<file path="src/plu_regs.vh">
/*
  Register offsets, field positions, reset values and timing counts
  for the parallel line unit.
  Assumes a 40 MHz core clock and a 16-bit host address whose low
  three bits pick a register.
*/
`ifndef PLU_REGS_VH
`define PLU_REGS_VH

// ----------------------------------------------------------------
// register offsets (address bits 2:0)
// ----------------------------------------------------------------
`define PLU_OFF_CSR 3'h0
`define PLU_OFF_OUT 3'h2
`define PLU_OFF_IN 3'h4
`define PLU_OFF_NONE 3'h6

// ----------------------------------------------------------------
// control/status word fields
// ----------------------------------------------------------------
`define PLU_CSR_REQ_B 15
`define PLU_CSR_REQ_A 7
`define PLU_CSR_IE_A 6
`define PLU_CSR_IE_B 5
`define PLU_CSR_CMD_1 1
`define PLU_CSR_CMD_0 0

// ----------------------------------------------------------------
// reset values
// ----------------------------------------------------------------
`define PLU_OUT_RESET 16'h0000
`define PLU_CSR_RESET 1'b0

// ----------------------------------------------------------------
// factory jumper pattern: word 167770 octal, vectors 300 and 304 octal
// ----------------------------------------------------------------
`define PLU_DEF_ADDR 16'hEFF8
`define PLU_DEF_ADDR_JMP 10'h1FF
`define PLU_DEF_VEC_A 8'hC0
`define PLU_DEF_VEC_B 8'hC4
`define PLU_DEF_VEC_JMP 5'h18
`define PLU_VEC_LOW_A 3'h0
`define PLU_VEC_LOW_B 3'h4

// ----------------------------------------------------------------
// timing
// ----------------------------------------------------------------
`define PLU_CLK_NS 25
`define PLU_PULSE_NS 300
`define PLU_PULSE_CYC ((`PLU_PULSE_NS + `PLU_CLK_NS - 1) / `PLU_CLK_NS)
`define PLU_PULSE_W 5

`endif

</file>
<file path="src/plu_pulse.v">
/*
  One-shot that turns a one-cycle trigger into a fixed-width
  positive pulse.
  Assumes trigger and reset are on the core clock.
*/
`include "plu_regs.vh"

module plu_pulse (
  input wire clk,
  input wire rst_n,
  input wire trig,
  output reg pulse
);

  reg [`PLU_PULSE_W-1:0] count;
  localparam integer load_count = `PLU_PULSE_CYC - 1;

  // ----------------------------------------------------------------
  // width counter
  // ----------------------------------------------------------------
  always @(posedge clk) begin
    if (!rst_n) begin
      count <= {`PLU_PULSE_W{1'b0}};
      pulse <= 1'b0;
    end else if (trig) begin
      count <= load_count[`PLU_PULSE_W-1:0];
      pulse <= 1'b1;
    end else if (count != {`PLU_PULSE_W{1'b0}}) begin
      count <= count - 1'b1;
    end else begin
      pulse <= 1'b0;
    end
  end

endmodule // plu_pulse

</file>
<file path="src/plu_fifo.v">
/*
  Two-entry buffer with valid/ready on both sides.
  Assumes a single clock; pushes while full are refused by in_ready.
*/
module plu_fifo #(
  parameter WIDTH = 16
) (
  input wire clk,
  input wire rst_n,
  input wire in_valid,
  output wire in_ready,
  input wire [WIDTH-1:0] in_data,
  output wire out_valid,
  input wire out_ready,
  output wire [WIDTH-1:0] out_data
);

  reg [WIDTH-1:0] mem [0:1];
  reg wr_ptr;
  reg rd_ptr;
  reg [1:0] count;
  wire push;
  wire pop;

  assign in_ready = (count != 2'h2);
  assign out_valid = (count != 2'h0);
  assign out_data = mem[rd_ptr];
  assign push = in_valid & in_ready;
  assign pop = out_valid & out_ready;

  // ----------------------------------------------------------------
  // storage and pointers
  // ----------------------------------------------------------------
  always @(posedge clk) begin
    if (push) begin
      mem[wr_ptr] <= in_data;
    end
  end

  always @(posedge clk) begin
    if (!rst_n) begin
      wr_ptr <= 1'b0;
      rd_ptr <= 1'b0;
      count <= 2'h0;
    end else begin
      if (push) begin
        wr_ptr <= ~wr_ptr;
      end
      if (pop) begin
        rd_ptr <= ~rd_ptr;
      end
      if (push & ~pop) begin
        count <= count + 2'h1;
      end else if (pop & ~push) begin
        count <= count - 2'h1;
      end
    end
  end

endmodule // plu_fifo

</file>
<file path="src/plu_top.v">
/*
  Parallel line unit: host bus slave with output latch, input gate,
  control/status word, two request flags and vectored interrupts.
  Assumes an asynchronous multiplexed host bus whose strobes and data
  lines are sampled through two flops; open-drain lines are given as
  output enables that pull the line low.
*/
// Operation
// - sixteen input lines and sixteen latched output lines face the user.
// - address bits 3 to 12 come from jumpers; removed gives one.
// - vector bits 3 to 7 come from jumpers; removed gives one.
// - factory jumpers give word 167770 and vectors 300, 304 octal.
// - the output latch is written and read back by the host.
// - each output latch write fires a positive 300 ns strobe.
// - input reads gate the live input lines onto the bus.
// - after an input read, a positive 300 ns acknowledge pulse.
// - request B reads in bit 15, request A in bit 7.
// - enable A bit 6 with request A interrupts; B with bit 5.
// - both enables are set and cleared by host writes.
// - with both pending, interrupt A is serviced first.
// - bus initialize clears latch, bits 6,5,1,0 and request flops.
// - bus initialize is forwarded high on both user connectors.
// - offsets 0, 2, 4 pick status, latch, input; 6 gets no reply.
// - vector low bits are 0 for A and 4 for B.
// - bits 1 and 0 are host command bits driven to the user.
`include "plu_regs.vh"

module plu_top (
  input wire CORE_CLK,
  input wire RST_N,
  input wire BUS_INIT_N,
  input wire [15:0] BDAL_IN,
  output reg [15:0] BDAL_OUT,
  output reg BDAL_OE,
  input wire BSYNC_N,
  input wire BDIN_N,
  input wire BDOUT_N,
  input wire BBS7_N,
  input wire BIAKI_N,
  output reg BIAKO_N,
  output reg BRPLY_OE,
  output wire BIRQ_OE,
  input wire [9:0] ADDR_JUMPER,
  input wire [4:0] VEC_JUMPER,
  input wire [15:0] USER_IN,
  output wire [15:0] USER_OUT,
  output wire OUT_STROBE,
  output wire READ_ACK_PULSE,
  input wire USER_REQ_A,
  input wire USER_REQ_B,
  output reg USER_CMD_0,
  output reg USER_CMD_1,
  output reg USER_RESET_OUT_A,
  output reg USER_RESET_OUT_B
);

  localparam ST_IDLE = 3'h0;
  localparam ST_ADDR = 3'h1;
  localparam ST_READ = 3'h2;
  localparam ST_WRITE = 3'h3;
  localparam ST_REPLY = 3'h4;
  localparam ST_IACK = 3'h5;
  localparam ST_SKIP = 3'h6;

  // ----------------------------------------------------------------
  // input synchronisers
  // ----------------------------------------------------------------
  reg [15:0] dal_m;
  reg [15:0] dal_s;
  reg [15:0] uin_m;
  reg [15:0] uin_s;
  reg [6:0] ctl_m;
  reg [6:0] ctl_s;
  reg [1:0] req_m;
  reg [1:0] req_s;
  reg [14:0] jmp_m;
  reg [14:0] jmp_s;

  always @(posedge CORE_CLK) begin
    dal_m <= BDAL_IN;
    dal_s <= dal_m;
    uin_m <= USER_IN;
    uin_s <= uin_m;
    ctl_m <= {BUS_INIT_N, BSYNC_N, BDIN_N, BDOUT_N, BBS7_N, BIAKI_N, 1'b0};
    ctl_s <= ctl_m;
    req_m <= {USER_REQ_B, USER_REQ_A};
    req_s <= req_m;
    jmp_m <= {ADDR_JUMPER, VEC_JUMPER};
    jmp_s <= jmp_m;
  end

  wire init_act = ~ctl_s[6];
  wire sync_act = ~ctl_s[5];
  wire din_act = ~ctl_s[4];
  wire dout_act = ~ctl_s[3];
  wire bs7_act = ~ctl_s[2];
  wire iak_act = ~ctl_s[1];
  wire req_a = req_s[0];
  wire req_b = req_s[1];
  wire [9:0] addr_jmp = jmp_s[14:5];
  wire [4:0] vec_jmp = jmp_s[4:0];
  wire rst_int_n = RST_N & ~init_act;

  // ----------------------------------------------------------------
  // initialize forwarding
  // ----------------------------------------------------------------
  always @(posedge CORE_CLK) begin
    if (!RST_N) begin
      USER_RESET_OUT_A <= 1'b0;
      USER_RESET_OUT_B <= 1'b0;
    end else begin
      USER_RESET_OUT_A <= init_act;
      USER_RESET_OUT_B <= init_act;
    end
  end

  // ----------------------------------------------------------------
  // state and registers
  // ----------------------------------------------------------------
  reg [2:0] state;
  reg [2:0] reg_sel;
  reg [15:0] output_latch_word;
  reg irq_enable_a;
  reg irq_enable_b;
  reg irq_flop_a;
  reg irq_flop_b;
  reg arm_a;
  reg arm_b;
  reg iak_src_b;
  reg push_req;
  reg ack_trig;
  wire fifo_ready;
  wire fifo_valid;
  wire [15:0] fifo_data;
  wire fifo_pop;

  wire [15:0] control_status_word = {req_b, 7'h00, req_a, irq_enable_a, irq_enable_b, 3'h0,
                                     USER_CMD_1, USER_CMD_0};
  wire [15:0] input_gate_word = uin_s;

  wire addr_hit = bs7_act & (dal_s[12:3] == addr_jmp) & (dal_s[2:0] != `PLU_OFF_NONE);

  // ----------------------------------------------------------------
  // output word buffer and strobe
  // ----------------------------------------------------------------
  // the next word waits while a strobe runs, so the user never sees
  // data change under a strobe; with two words waiting, the next write stalls the bus reply
  wire strobe_busy = OUT_STROBE;
  reg strobe_trig;

  plu_fifo #(
    .WIDTH(16)
  ) u_fifo (
    .clk(CORE_CLK),
    .rst_n(rst_int_n),
    .in_valid(push_req),
    .in_ready(fifo_ready),
    .in_data(dal_s),
    .out_valid(fifo_valid),
    .out_ready(fifo_pop),
    .out_data(fifo_data)
  );

  assign fifo_pop = fifo_valid & ~strobe_busy & ~strobe_trig;

  always @(posedge CORE_CLK) begin
    if (!rst_int_n) begin
      output_latch_word <= `PLU_OUT_RESET;
      strobe_trig <= 1'b0;
    end else begin
      strobe_trig <= fifo_pop;
      if (fifo_pop) begin
        output_latch_word <= fifo_data;
      end
    end
  end

  assign USER_OUT = output_latch_word;

  plu_pulse u_strobe (
    .clk(CORE_CLK),
    .rst_n(rst_int_n),
    .trig(strobe_trig),
    .pulse(OUT_STROBE)
  );

  plu_pulse u_ack (
    .clk(CORE_CLK),
    .rst_n(rst_int_n),
    .trig(ack_trig),
    .pulse(READ_ACK_PULSE)
  );

  // ----------------------------------------------------------------
  // interrupt request flops
  // ----------------------------------------------------------------
  wire want_a = req_a & irq_enable_a;
  wire want_b = req_b & irq_enable_b;
  wire clr_a = (state == ST_IACK) & ~iak_src_b & ~din_act;
  wire clr_b = (state == ST_IACK) & iak_src_b & ~din_act;

  always @(posedge CORE_CLK) begin
    if (!rst_int_n) begin
      irq_flop_a <= 1'b0;
      irq_flop_b <= 1'b0;
      arm_a <= 1'b0;
      arm_b <= 1'b0;
    end else begin
      arm_a <= want_a;
      arm_b <= want_b;
      if (want_a & ~arm_a) begin
        irq_flop_a <= 1'b1;
      end else if (clr_a | ~irq_enable_a) begin
        irq_flop_a <= 1'b0;
      end
      if (want_b & ~arm_b) begin
        irq_flop_b <= 1'b1;
      end else if (clr_b | ~irq_enable_b) begin
        irq_flop_b <= 1'b0;
      end
    end
  end

  assign BIRQ_OE = irq_flop_a | irq_flop_b;

  // ----------------------------------------------------------------
  // bus cycle machine
  // ----------------------------------------------------------------
  always @(posedge CORE_CLK) begin
    if (!rst_int_n) begin
      state <= ST_IDLE;
      reg_sel <= 3'h0;
      BDAL_OUT <= 16'h0000;
      BDAL_OE <= 1'b0;
      BRPLY_OE <= 1'b0;
      BIAKO_N <= 1'b1;
      irq_enable_a <= `PLU_CSR_RESET;
      irq_enable_b <= `PLU_CSR_RESET;
      USER_CMD_0 <= `PLU_CSR_RESET;
      USER_CMD_1 <= `PLU_CSR_RESET;
      iak_src_b <= 1'b0;
      push_req <= 1'b0;
      ack_trig <= 1'b0;
    end else begin
      push_req <= 1'b0;
      ack_trig <= 1'b0;
      case (state)
        ST_IDLE: begin
          BIAKO_N <= 1'b1;
          if (iak_act & din_act) begin
            if (BIRQ_OE) begin
              iak_src_b <= ~irq_flop_a;
              BDAL_OUT <= {8'h00, vec_jmp,
                           irq_flop_a ? `PLU_VEC_LOW_A : `PLU_VEC_LOW_B};
              BDAL_OE <= 1'b1;
              state <= ST_IACK;
            end else begin
              BIAKO_N <= 1'b0;
              state <= ST_SKIP;
            end
          end else if (sync_act & ~din_act & ~dout_act) begin
            if (addr_hit) begin
              reg_sel <= dal_s[2:0];
              state <= ST_ADDR;
            end else begin
              state <= ST_SKIP;
            end
          end
        end
        ST_ADDR: begin
          if (!sync_act) begin
            state <= ST_IDLE;
          end else if (din_act) begin
            state <= ST_READ;
          end else if (dout_act) begin
            state <= ST_WRITE;
          end
        end
        ST_READ: begin
          // latch reads wait until buffered words reach the pins
          if ((reg_sel != `PLU_OFF_OUT) | ~fifo_valid) begin
            case (reg_sel)
              `PLU_OFF_CSR: BDAL_OUT <= control_status_word;
              `PLU_OFF_OUT: BDAL_OUT <= output_latch_word;
              default: BDAL_OUT <= input_gate_word;
            endcase
            ack_trig <= (reg_sel == `PLU_OFF_IN);
            BDAL_OE <= 1'b1;
            state <= ST_REPLY;
          end
        end
        ST_WRITE: begin
          if (reg_sel == `PLU_OFF_CSR) begin
            irq_enable_a <= dal_s[`PLU_CSR_IE_A];
            irq_enable_b <= dal_s[`PLU_CSR_IE_B];
            USER_CMD_0 <= dal_s[`PLU_CSR_CMD_0];
            USER_CMD_1 <= dal_s[`PLU_CSR_CMD_1];
            state <= ST_REPLY;
          end else if (reg_sel == `PLU_OFF_OUT) begin
            // a full buffer holds the reply back
            if (fifo_ready) begin
              push_req <= 1'b1;
              state <= ST_REPLY;
            end
          end else begin
            state <= ST_REPLY;
          end
        end
        ST_REPLY: begin
          BRPLY_OE <= din_act | dout_act;
          if (!din_act & !dout_act & BRPLY_OE) begin
            BRPLY_OE <= 1'b0;
            BDAL_OE <= 1'b0;
            state <= sync_act ? ST_SKIP : ST_IDLE;
          end
        end
        ST_IACK: begin
          BRPLY_OE <= din_act;
          if (!din_act) begin
            BRPLY_OE <= 1'b0;
            BDAL_OE <= 1'b0;
            state <= ST_SKIP;
          end
        end
        ST_SKIP: begin
          // wait out a cycle that is not ours or has ended
          BIAKO_N <= ~(iak_act & ~BIAKO_N);
          if (!sync_act & !din_act & !dout_act & !iak_act) begin
            BIAKO_N <= 1'b1;
            state <= ST_IDLE;
          end
        end
        default: begin
          state <= ST_IDLE;
        end
      endcase
    end
  end

endmodule // plu_top

</file>
<file path="config.mk">
export PLATFORM = sky130hd
export DESIGN_NAME = plu_top
export DESIGN_NICKNAME = d
export VERILOG_FILES = /design/src/plu_pulse.v /design/src/plu_fifo.v /design/src/plu_top.v
export VERILOG_INCLUDE_DIRS = /design/src /design/src/src
export SDC_FILE = /design/constraint.sdc
export NUM_CORES = 1
export LEC_CHECK = 0
export BUFFER_PORTS_ARGS = -buffer_cell sky130_fd_sc_hd__buf_2
export CAP_MARGIN = 10
export CORE_AREA = 2 2 108 110
export CTS_CLUSTER_DIAMETER = 120
export DETAILED_ROUTE_END_ITERATION = 10
export DIE_AREA = 0 0 110 112
export GPL_TIMING_DRIVEN = 0
export PLACE_DENSITY = 0.82
export SETUP_SLACK_MARGIN = 0.15
export SLEW_MARGIN = 20
export SYNTH_ARGS = -nofsm -noshare
export SYNTH_HDL_FRONTEND = slang
export SYNTH_SLANG_ARGS = --single-unit
export TNS_END_PERCENT = 5
</file>
<file path="constraint.sdc">
create_clock -name CORE_CLK -period 4.5 [get_ports CORE_CLK]
set_clock_uncertainty 0.1 [all_clocks]
set_input_delay 0.225 -clock CORE_CLK [delete_from_list [all_inputs] [get_ports CORE_CLK]]
set_output_delay 0.225 -clock CORE_CLK [all_outputs]
set_load 0.05 [all_outputs]
</file>
==> results of run 1 <==
## layout make-up
type | count | area share (%)
Multi-Input combinational cell | 291 | 22.1
Sequential cell | 212 | 53.9
Buffer | 25 | 1.39
Inverter | 10 | 0.443
Clock inverter | 8 | 0.636
Tap cell | 143 | 2.11
Clock buffer | 30 | 6.98
Timing Repair Buffer | 154 | 12.4
## flip-flops by register name, summed over array words and instances (netlist names), 15 cells and up
signal / count
BDAL_OUT: 16
USER_OUT: 16
dal_m: 16
dal_s: 16
input_gate_word: 16
jmp_m: 15
jmp_s: 15
u_fifo.mem: 32
uin_m: 16
## path summary, 6_finish.rpt
kind	from	endpoint	slack (ns)	depth (start not counted)
min	dal_m[13]	dal_s[13]	0.22	0
max reg2reg	u_fifo.count[0]	u_fifo.count[1]	1.85	7
min reg2reg	dal_m[13]	dal_s[13]	0.22	0
max	u_fifo.count[0]	u_fifo.count[1]	1.85	7
## cell usage in the layout (no fill, tap or decap), types with 3 or more instances in the layout
cell and count:
sky130_fd_sc_hd__buf_2 108, sky130_fd_sc_hd__ha_1 3, sky130_fd_sc_hd__o21ai_0 10, sky130_fd_sc_hd__dfxtp_1 180
sky130_fd_sc_hd__xnor2_1 6, sky130_fd_sc_hd__a21oi_1 37, sky130_fd_sc_hd__o2bb2ai_1 10, sky130_fd_sc_hd__inv_1 10
sky130_fd_sc_hd__a211oi_1 25, sky130_fd_sc_hd__nor2b_1 4, sky130_fd_sc_hd__nand4_1 3, sky130_fd_sc_hd__mux2i_1 29
sky130_fd_sc_hd__clkbuf_16 22, sky130_fd_sc_hd__or3_1 3, sky130_fd_sc_hd__dlygate4sd3_1 56, sky130_fd_sc_hd__and2_1 3
sky130_fd_sc_hd__and3_1 14, sky130_fd_sc_hd__clkbuf_1 19, sky130_fd_sc_hd__xor2_1 12, sky130_fd_sc_hd__nand2_1 19
sky130_fd_sc_hd__edfxtp_1 32, sky130_fd_sc_hd__nor3_1 3, sky130_fd_sc_hd__nor2_1 65, sky130_fd_sc_hd__nand3_1 6
sky130_fd_sc_hd__clkinv_2 4
## through the flow
stage	worst slack (ns)	instance area, um^2	instances	hold slack (ns)
final	1.85	8470	873	0.221
after global routing	1.70	8470	873	0.230
after CTS	1.86	8470	873	0.224
after detailed placement	1.90	7260	779	0.212
after global placement	2.04	7260	779	0.212
after floorplan	2.28	6590	538	0.153
## where the power goes
group / internal (mW) / switching, mW / total (mW)
Sequential: 1.98 / 0.0271 / 2.01
Clock: 0.922 / 0.692 / 1.61
Combinational: 0.0815 / 0.0796 / 0.161
## what timing repair did
item / 4_1_cts / 5_1_grt
hold endpoints to repair: 56 / 0
setup buffers: 0 / 0
endpoints found under the setup margin: 0 / 0
hold buffers: 56 / 0
## per-layer routing
layer	vias up	track usage (%)	part of all wire, %	wire [um]
li1	2248	-	-	-
met1	2100	28.2	40	5660
met2	164	39.8	50	7090
met3	34	5.80	7.7	1090
met4	0	7.09	2.5	352
met5	-	0	0	0
## cell families (layout without fill, tap and decap cells)
logic type      after synthesis  count (layout)
flops                       212             212
simple gates                141             141
compound gates              100             100
buf+inv                      35             227
mux                          29              29
xor+xnor                     18              18
fa+ha+maj                     3               3
==> flow_metrics.py, run 1 <==
metrics = {
    "outcome": {
        "result_of_the_run": "completed",
    },
    "cts": {
        "cts-htree-levels": 1,
        "number_of_buffers_created_by_cts": 21,
        "clock_tree.root_cell": "sky130_fd_sc_hd__clkbuf_16",
        "ctsResizeCount": 0,
        "ctsLongestPathBuffers": 3,
        "clock_insertion_delay_worst_skew_ns": 0.49,
        "clock_slew_at_reported_path_ffs_ns": 0.06,
        "clock_sinks": 212,
        "cts_tree": "yes",
    },
    "floorplan": {
        "floorplan.die.width_um": 110,
        "coreArea_um2": 11200,
        "row_count": 39,
        "design.die.area_um2": 12300,
        "fp.dieH_um": 112,
        "ios": 99,
        "start_util_pct": 59.0,
    },
    "worst_hold_path": {
        "hold_class": "reg2reg",
    },
    "worst_setup_path": {
        "worst-path-max-fanout": 10,
        "cpPeakStageDelay_ns": 0.48,
        "critical_path.endpoint_type": "flip-flop",
        "worst_ep_required_time_ns": 4.81,
        "setup_crit_start_kind": "flip-flop",
        "critical_path.n_buffers_inverters": 2,
        "cp_top_family": "simple AND/OR/NAND/NOR gates",
        "timing.setup.critical_path_class": "reg2reg",
        "critical_path_arrival_ns": 2.96,
        "cp_slowest_cell": "sky130_fd_sc_hd__clkbuf_1",
        "path_cells": "nor2_1 > nor3_2 > clkbuf_1 > inv_1 > ha_1 > or3_1 > a21oi_1",
    },
    "route": {
        "drt-initial-drc-count": 281,
        "wirelength_um": 14200,
        "detailedRoute.firstPassIterationCount": 4,
        "postRouteAntennaNets": 0,
        "drc_violation_count_after_routing": 0,
        "detailroute.via_count": 4546,
        "average_wire_length_per_cell_after_detail_routing_um": 16.3,
        "ratio_of_routed_vias_to_standard_cells": 5.21,
    },
    "yosys": {
        "synth_fp_nets": 598,
        "synthFlopType": "sky130_fd_sc_hd__dfxtp_1",
        "asyncSetResetFlopFracSynth_pct": 0,
        "synth_cell_types": 55,
        "synth_edf_count": 32,
        "syn_area_um2": 6590,
        "post_synth_xor_area_fraction_pct": 2.39,
        "post_synth_main_area_contributors": "sky130_fd_sc_hd__dfxtp_1 55%, sky130_fd_sc_hd__edfxtp_1 15%, sky130_fd_sc_hd__mux2i_1 4.4%",
        "yosysTopAreaCellShare_pct": 54.7,
        "synth_simple_gate_area_share_pct": 10.7,
        "synthesis.yosys.warnings": 0,
        "synth_compound_area_share_pct": 10.3,
        "syn_avg_cell_area_um2": 12.2,
        "synth-adder-area-share_pct": 0.570,
        "netlist_top_cells_count": "180 x sky130_fd_sc_hd__dfxtp_1, 66 x sky130_fd_sc_hd__nor2_1, 37 x sky130_fd_sc_hd__a21oi_1, 32 x sky130_fd_sc_hd__edfxtp_1, 29 x sky130_fd_sc_hd__mux2i_1",
        "synth_most_common_cell": "sky130_fd_sc_hd__dfxtp_1",
        "synthDominantAreaCellType": "sky130_fd_sc_hd__dfxtp_1",
        "synth-seq-cells": 212,
        "synth_top_family_by_area": "simple AND/OR/NAND/NOR gates",
        "netlist_instances": 538,
        "muxShareOfSynthArea_pct": 4.41,
        "seq_area_frac_synth_pct": 69.3,
    },
    "timing": {
        "final-hold-violation-count": 0,
        "setup_tns_ns": 0,
        "max-slew-margin-rel_pct": 40.1,
        "worst_pin_slew_ns": 0.893,
        "setup_repair_after_global_routing_missed_its_margin": "no",
        "timing.final.crit_share_pct": 59.0,
        "report.final.slew_viol_count": 0,
        "post-route-min-period_ns": 2.65,
        "achievable-frequency_mhz": 377,
        "finalSetupViolCount": 0,
    },
    "global_routing": {
        "antenna_found_initial": 0,
        "first_global_vias": 4584,
        "grt_start_max_net_pins": 17,
        "grt_pass1_wl_um": 22100,
        "overflow": 0,
        "grt.total_usage_pct": 23.1,
    },
    "power_and_ir_drop": {
        "design_power_total_mw": 3.78,
        "power.ir.vdd_worst_mv": 0.399,
        "total_leakage_power_nw": 3.44,
        "power_per_cell_area_nw_per_um2": 447,
    },
    "finish": {
        "utilization_pct": 75.8,
        "fin_nets": 775,
        "layout-drive-gt1-share_pct": 21.4,
        "multiInputGateArea_um2": 1870,
        "num-fill-cells": 692,
        "area_delta_synth_final_pct": 28.5,
        "antenna_cells": 0,
        "regArea_um2": 4560,
    },
    "placed_design": {
        "hpwlAfterDp_um": 9100,
        "place.port_buffers": 98,
        "routabilityCongestion": 0.898,
    },
    "job": {
        "maxCapViolations": 0,
    },
}
(Power assumes the default switching activity.)
==> run 2: changes to the inputs <==
CORE_AREA = 2 2 113 115   (was 2 2 108 110)
DIE_AREA = 0 0 115 117   (was 0 0 110 112)
PLACE_DENSITY = 0.76   (was 0.82)
clock period = 2.5 ns   (was 4.5 ns; I/O delays follow)
==> flow_metrics.py, run 2 (synthesized netlist as in run 1, its figures left out) <==
metrics = {
    "outcome": {
        "result_of_the_run": "completed",
    },
    "finish": {
        "area_delta_synth_final_pct": 30.6,
        "register_with_the_most_flip_flops": "u_fifo.mem",
        "fin_nets": 777,
        "layout.cells.most_common_list": "180 x sky130_fd_sc_hd__dfxtp_1, 108 x sky130_fd_sc_hd__buf_2, 65 x sky130_fd_sc_hd__nor2_1, 56 x sky130_fd_sc_hd__dlygate4sd3_1, 37 x sky130_fd_sc_hd__a21oi_1",
        "largest_register_ff_count": 32,
        "design_area_um2": 8600,
        "final_common_cell": "sky130_fd_sc_hd__dfxtp_1",
        "final_cell_count_no_fill": 883,
        "antenna_cells": 0,
        "layout-drive-gt1-share_pct": 22.1,
    },
    "route": {
        "wirelength_um": 13800,
        "average_wire_length_per_cell_after_detail_routing_um": 15.6,
        "ratio_of_routed_vias_to_standard_cells": 5.22,
        "drc_violation_count_after_routing": 0,
        "drt-initial-drc-count": 367,
        "detailedRoute.firstPassIterationCount": 5,
        "detailroute.via_count": 4612,
        "postRouteAntennaNets": 0,
    },
    "power_and_ir_drop": {
        "power.ir.vdd_worst_mv": 0.622,
        "design_power_total_mw": 7.18,
        "power_per_cell_area_nw_per_um2": 835,
        "total_leakage_power_nw": 3.50,
    },
    "global_routing": {
        "overflow": 0,
        "first_global_vias": 4491,
        "grt_start_max_net_pins": 17,
        "grt_pass1_wl_um": 21600,
        "grt.total_usage_pct": 20.3,
        "antenna_found_initial": 0,
    },
    "floorplan": {
        "coreArea_um2": 12300,
        "start_util_pct": 53.5,
        "row_count": 41,
        "fp.dieH_um": 117,
        "floorplan.die.width_um": 115,
        "design.die.area_um2": 13500,
        "ios": 99,
    },
    "timing": {
        "report.final.slew_viol_count": 0,
        "post-route-min-period_ns": 2.18,
        "final-hold-violation-count": 0,
        "max-slew-margin-rel_pct": 41.1,
        "finalSetupViolCount": 0,
        "timing.final.crit_share_pct": 87.3,
        "achievable-frequency_mhz": 458,
        "setup_repair_after_global_routing_missed_its_margin": "no",
        "worst_pin_slew_ns": 0.882,
    },
    "worst_setup_path": {
        "setup_crit_start_kind": "flip-flop",
        "critical_path.endpoint_type": "flip-flop",
        "ff2ff_setup_slack_ns": 0.32,
        "worst_ep_required_time_ns": 2.82,
        "critical_path_arrival_ns": 2.50,
        "worst-path-max-fanout": 10,
        "timing.setup.critical_path_class": "reg2reg",
    },
    "placed_design": {
        "place_area_um2": 7270,
        "dpl.cell_count": 786,
        "hpwlAfterDp_um": 8980,
        "routabilityCongestion": 0.856,
        "place.port_buffers": 98,
    },
    "cts": {
        "clock_tree.root_cell": "sky130_fd_sc_hd__clkbuf_16",
        "clock_slew_at_reported_path_ffs_ns": 0.06,
        "number_of_buffers_created_by_cts": 22,
        "cts_tree": "yes",
        "clock_insertion_delay_worst_skew_ns": 0.50,
        "ctsLongestPathBuffers": 3,
        "clock_sinks": 212,
        "cts-htree-levels": 1,
    },
    "job": {
        "maxCapViolations": 0,
    },
    "worst_hold_path": {
        "hold_class": "in2reg",
    },
}
-- run 2: cell type report --
cell class | instances | area [um^2]
buffer | 25 | 121
clock buffer | 31 | 646
clock inverter | 9 | 109
fill | 884 | 3710
inverter | 10 | 37.5
multi-input combinational | 291 | 1880
sequential | 212 | 4560
tap | 150 | 188
timing repair buffer | 155 | 1060
-- run 2: path summary, 6_finish.rpt --
kind / startpoint / to / depth (start not counted)
min: USER_IN[9] / uin_m[9] / 2
min reg2reg: dal_m[10] / dal_s[10] / 0
max: u_fifo.count[0] / u_fifo.count[1] / 7
max reg2reg: u_fifo.count[0] / u_fifo.count[1] / 7
-- run 2: critical path: stages (launching register included) --
cell	delay [ns]
sky130_fd_sc_hd__dfxtp_1	0.44
sky130_fd_sc_hd__nor2_1	0.16
sky130_fd_sc_hd__nor3_4	0.24
sky130_fd_sc_hd__clkbuf_4	0.24
sky130_fd_sc_hd__inv_1	0.09
sky130_fd_sc_hd__ha_1	0.33
sky130_fd_sc_hd__or3_1	0.37
sky130_fd_sc_hd__a21oi_1	0.15
-- run 2: layer usage --
metal  wire length, um  track usage [%]  share of wire (%)
met4               359             8.03                2.6
met2              6580             35.1                 48
met5                 0                0                  0
met1              5800             24.8                 42
met3              1030             4.84                7.5
-- run 2: per-stage QoR --
step / worst slack (ns) / hold WS [ns] / TNS [ns] / utilization (%)
2_1_floorplan: 0.278 / 0.0527 / 0 / -
3_3_place_gp: 0.0193 / 0.127 / 0 / 59.0
3_5_place_dp: -0.0466 / 0.129 / -0.0466 / 59.0
4_1_cts: 0.178 / 0.145 / 0 / 69.8
5_1_grt: 0.226 / 0.146 / 0 / 69.9
6_report: 0.319 / 0.153 / 0 / 69.9
-- run 2: report_power, final --
group          total [mW]  internal [mW]  switching, mW
registers            3.61           3.56         0.0501
clock network        3.28           2.01           1.27
logic               0.289          0.146          0.143
-- run 2: timing repair --
action,CTS,global route
hold buffers,56,0
buffers inserted,0,1
resized for setup,2,2
pin swaps,0,1
endpoints found under the hold margin,56,0
endpoints found under the setup margin,1,1
==> run 3: changes to the inputs <==
CORE_AREA = 2 2 108 110   (was 2 2 113 115)
DIE_AREA = 0 0 110 112   (was 0 0 115 117)
PLACE_DENSITY = 0.82   (was 0.76)
clock period = 2.6 ns   (was 2.5 ns; I/O delays follow)
==> flow_metrics.py, run 3 (synthesized netlist as in run 1, its figures left out) <==
metrics = {
    "global_routing": {
        "grt_pass1_wl_um": 22100,
        "grt.total_usage_pct": 23.1,
        "overflow": 0,
        "antenna_found_initial": 0,
        "first_global_vias": 4557,
        "grt_start_max_net_pins": 17,
    },
    "route": {
        "ratio_of_routed_vias_to_standard_cells": 5.26,
        "drt-initial-drc-count": 302,
        "wirelength_um": 14200,
        "detailedRoute.firstPassIterationCount": 4,
        "average_wire_length_per_cell_after_detail_routing_um": 16.3,
        "drc_violation_count_after_routing": 0,
        "detailroute.via_count": 4589,
        "postRouteAntennaNets": 0,
    },
    "finish": {
        "utilization_pct": 75.8,
        "area_delta_synth_final_pct": 28.6,
        "regArea_um2": 4560,
        "layout-drive-gt1-share_pct": 21.5,
        "final_common_cell": "sky130_fd_sc_hd__dfxtp_1",
        "num-fill-cells": 696,
        "multiInputGateArea_um2": 1880,
        "antenna_cells": 0,
        "register_with_the_most_flip_flops": "u_fifo.mem",
        "layout.cells.most_common_list": "180 x sky130_fd_sc_hd__dfxtp_1, 108 x sky130_fd_sc_hd__buf_2, 65 x sky130_fd_sc_hd__nor2_1, 56 x sky130_fd_sc_hd__dlygate4sd3_1, 37 x sky130_fd_sc_hd__a21oi_1",
        "fin_nets": 775,
        "largest_register_ff_count": 32,
    },
    "cts": {
        "ctsLongestPathBuffers": 3,
        "clock_sinks": 212,
        "cts_tree": "yes",
        "clock_tree.root_cell": "sky130_fd_sc_hd__clkbuf_16",
        "cts-htree-levels": 1,
        "number_of_buffers_created_by_cts": 21,
        "clock_insertion_delay_worst_skew_ns": 0.49,
        "clock_slew_at_reported_path_ffs_ns": 0.06,
        "cts.repair_timing.setup_buffer_count": 0,
    },
    "worst_setup_path": {
        "cpPeakStageDelay_ns": 0.42,
        "critical_path.n_buffers_inverters": 2,
        "cp_slowest_cell": "sky130_fd_sc_hd__dfxtp_1",
        "critPathCapture": "u_fifo.count[1]",
        "crit_start": "u_fifo.count[0]",
        "worst-path-max-fanout": 10,
        "critical_path_arrival_ns": 2.60,
        "cp_num_cells": 7,
        "ff2ff_setup_slack_ns": 0.30,
        "critical_path.reg2reg.endpoint": "u_fifo.count[1]",
        "worst_ep_required_time_ns": 2.90,
        "critical_path.endpoint_type": "flip-flop",
        "timing.setup.critical_path_class": "reg2reg",
        "setup_crit_start_kind": "flip-flop",
        "cp_top_family": "simple AND/OR/NAND/NOR gates",
        "critical_path.reg2reg.startpoint": "u_fifo.count[0]",
        "path_cells": "nor2_1 > nor3_4 > clkbuf_4 > inv_1 > ha_1 > or3_1 > a21oi_1",
        "worst-r2r-cell-count": 7,
    },
    "timing": {
        "post-route-min-period_ns": 2.30,
        "max-slew-margin-rel_pct": 41.3,
        "setup_repair_after_global_routing_missed_its_margin": "no",
        "worst_pin_slew_ns": 0.875,
        "report.final.slew_viol_count": 0,
        "achievable-frequency_mhz": 436,
        "finalSetupViolCount": 0,
        "final-hold-violation-count": 0,
        "setup_tns_ns": 0,
        "timing.final.crit_share_pct": 88.3,
    },
    "job": {
        "maxCapViolations": 0,
    },
    "placed_design": {
        "hpwlAfterDp_um": 9100,
        "place.port_buffers": 98,
        "routabilityCongestion": 0.898,
    },
    "power_and_ir_drop": {
        "power_per_cell_area_nw_per_um2": 771,
        "power.ir.vdd_worst_mv": 0.691,
        "total_leakage_power_nw": 3.44,
    },
    "floorplan": {
        "fp.dieH_um": 112,
        "coreArea_um2": 11200,
        "floorplan.die.width_um": 110,
        "start_util_pct": 59.0,
        "row_count": 39,
        "design.die.area_um2": 12300,
        "ios": 99,
    },
    "outcome": {
        "result_of_the_run": "completed",
    },
    "worst_hold_path": {
        "hold_class": "in2reg",
    },
}
## run 3: cell count changes in the layout (fill, tap and decap cells not counted), sizes merged
cell | previous run | this run
clkbuf | 43 | 42
inv | 10 | 11
clkinvlp | 0 | 1
bufinv | 2 | 0
clkinv | 7 | 6
buf | 112 | 111
## run 3: per-layer routing
layer / part of all wire (%) / vias up / global-route usage (%)
li1: - / 2247 / -
met1: 41 / 2139 / 28.8
met2: 50 / 172 / 39.8
met3: 7.3 / 31 / 5.04
met4: 2.2 / 0 / 6.75
met5: 0 / - / 0
## run 3: how the worst min path moves through the flow
stage	depth (start not counted)	end	slack (ns)	startpoint
floorplan	0	ctl_m[1]	0.06	BIAKI_N
global placement	1	dal_m[13]	0.13	BDAL_IN[13]
detailed placement	1	dal_m[10]	0.13	BDAL_IN[10]
CTS	2	dal_m[15]	0.16	BDAL_IN[15]
global route	2	uin_m[9]	0.17	USER_IN[9]
finish	2	jmp_m[13]	0.18	ADDR_JUMPER[8]
## run 3: area by class of cell
class / instances / share of cell area (%)
Buffer: 25 / 1.43
Clock buffer: 30 / 6.97
Clock inverter: 8 / 0.635
Inverter: 10 / 0.443
Multi-Input combinational cell: 291 / 22.2
Sequential cell: 212 / 53.9
Tap cell: 143 / 2.11
Timing Repair Buffer: 154 / 12.4
## run 3: through the flow
stage / worst slack, ns / cell area (um^2) / total power, mW / hold WS [ns] / std cells
6_report: 0.304 / 8480 / 6.54 / 0.175 / 873
5_1_grt: 0.168 / 8480 / 6.76 / 0.170 / 873
4_1_cts: 0.252 / 8470 / 6.57 / 0.156 / 873
3_5_place_dp: 0.00386 / 7260 / 3.75 / 0.134 / 779
3_3_place_gp: 0.145 / 7260 / 3.74 / 0.132 / 779
2_1_floorplan: 0.378 / 6590 / 3.66 / 0.0577 / 538
## run 3: timing repair
action,in CTS,in global routing
gates resized for setup,2,2
gates cloned,0,0
endpoints found under the setup margin,1,1
hold endpoints to repair,56,0
hold buffers,56,0
## run 3: power by group
part / leakage [nW] / switching [mW] / internal (mW) / total (mW)
Clock: 0.315 / 1.19 / 1.60 / 2.79
Combinational: 1.34 / 0.138 / 0.141 / 0.279
Sequential: 1.78 / 0.0474 / 3.43 / 3.47
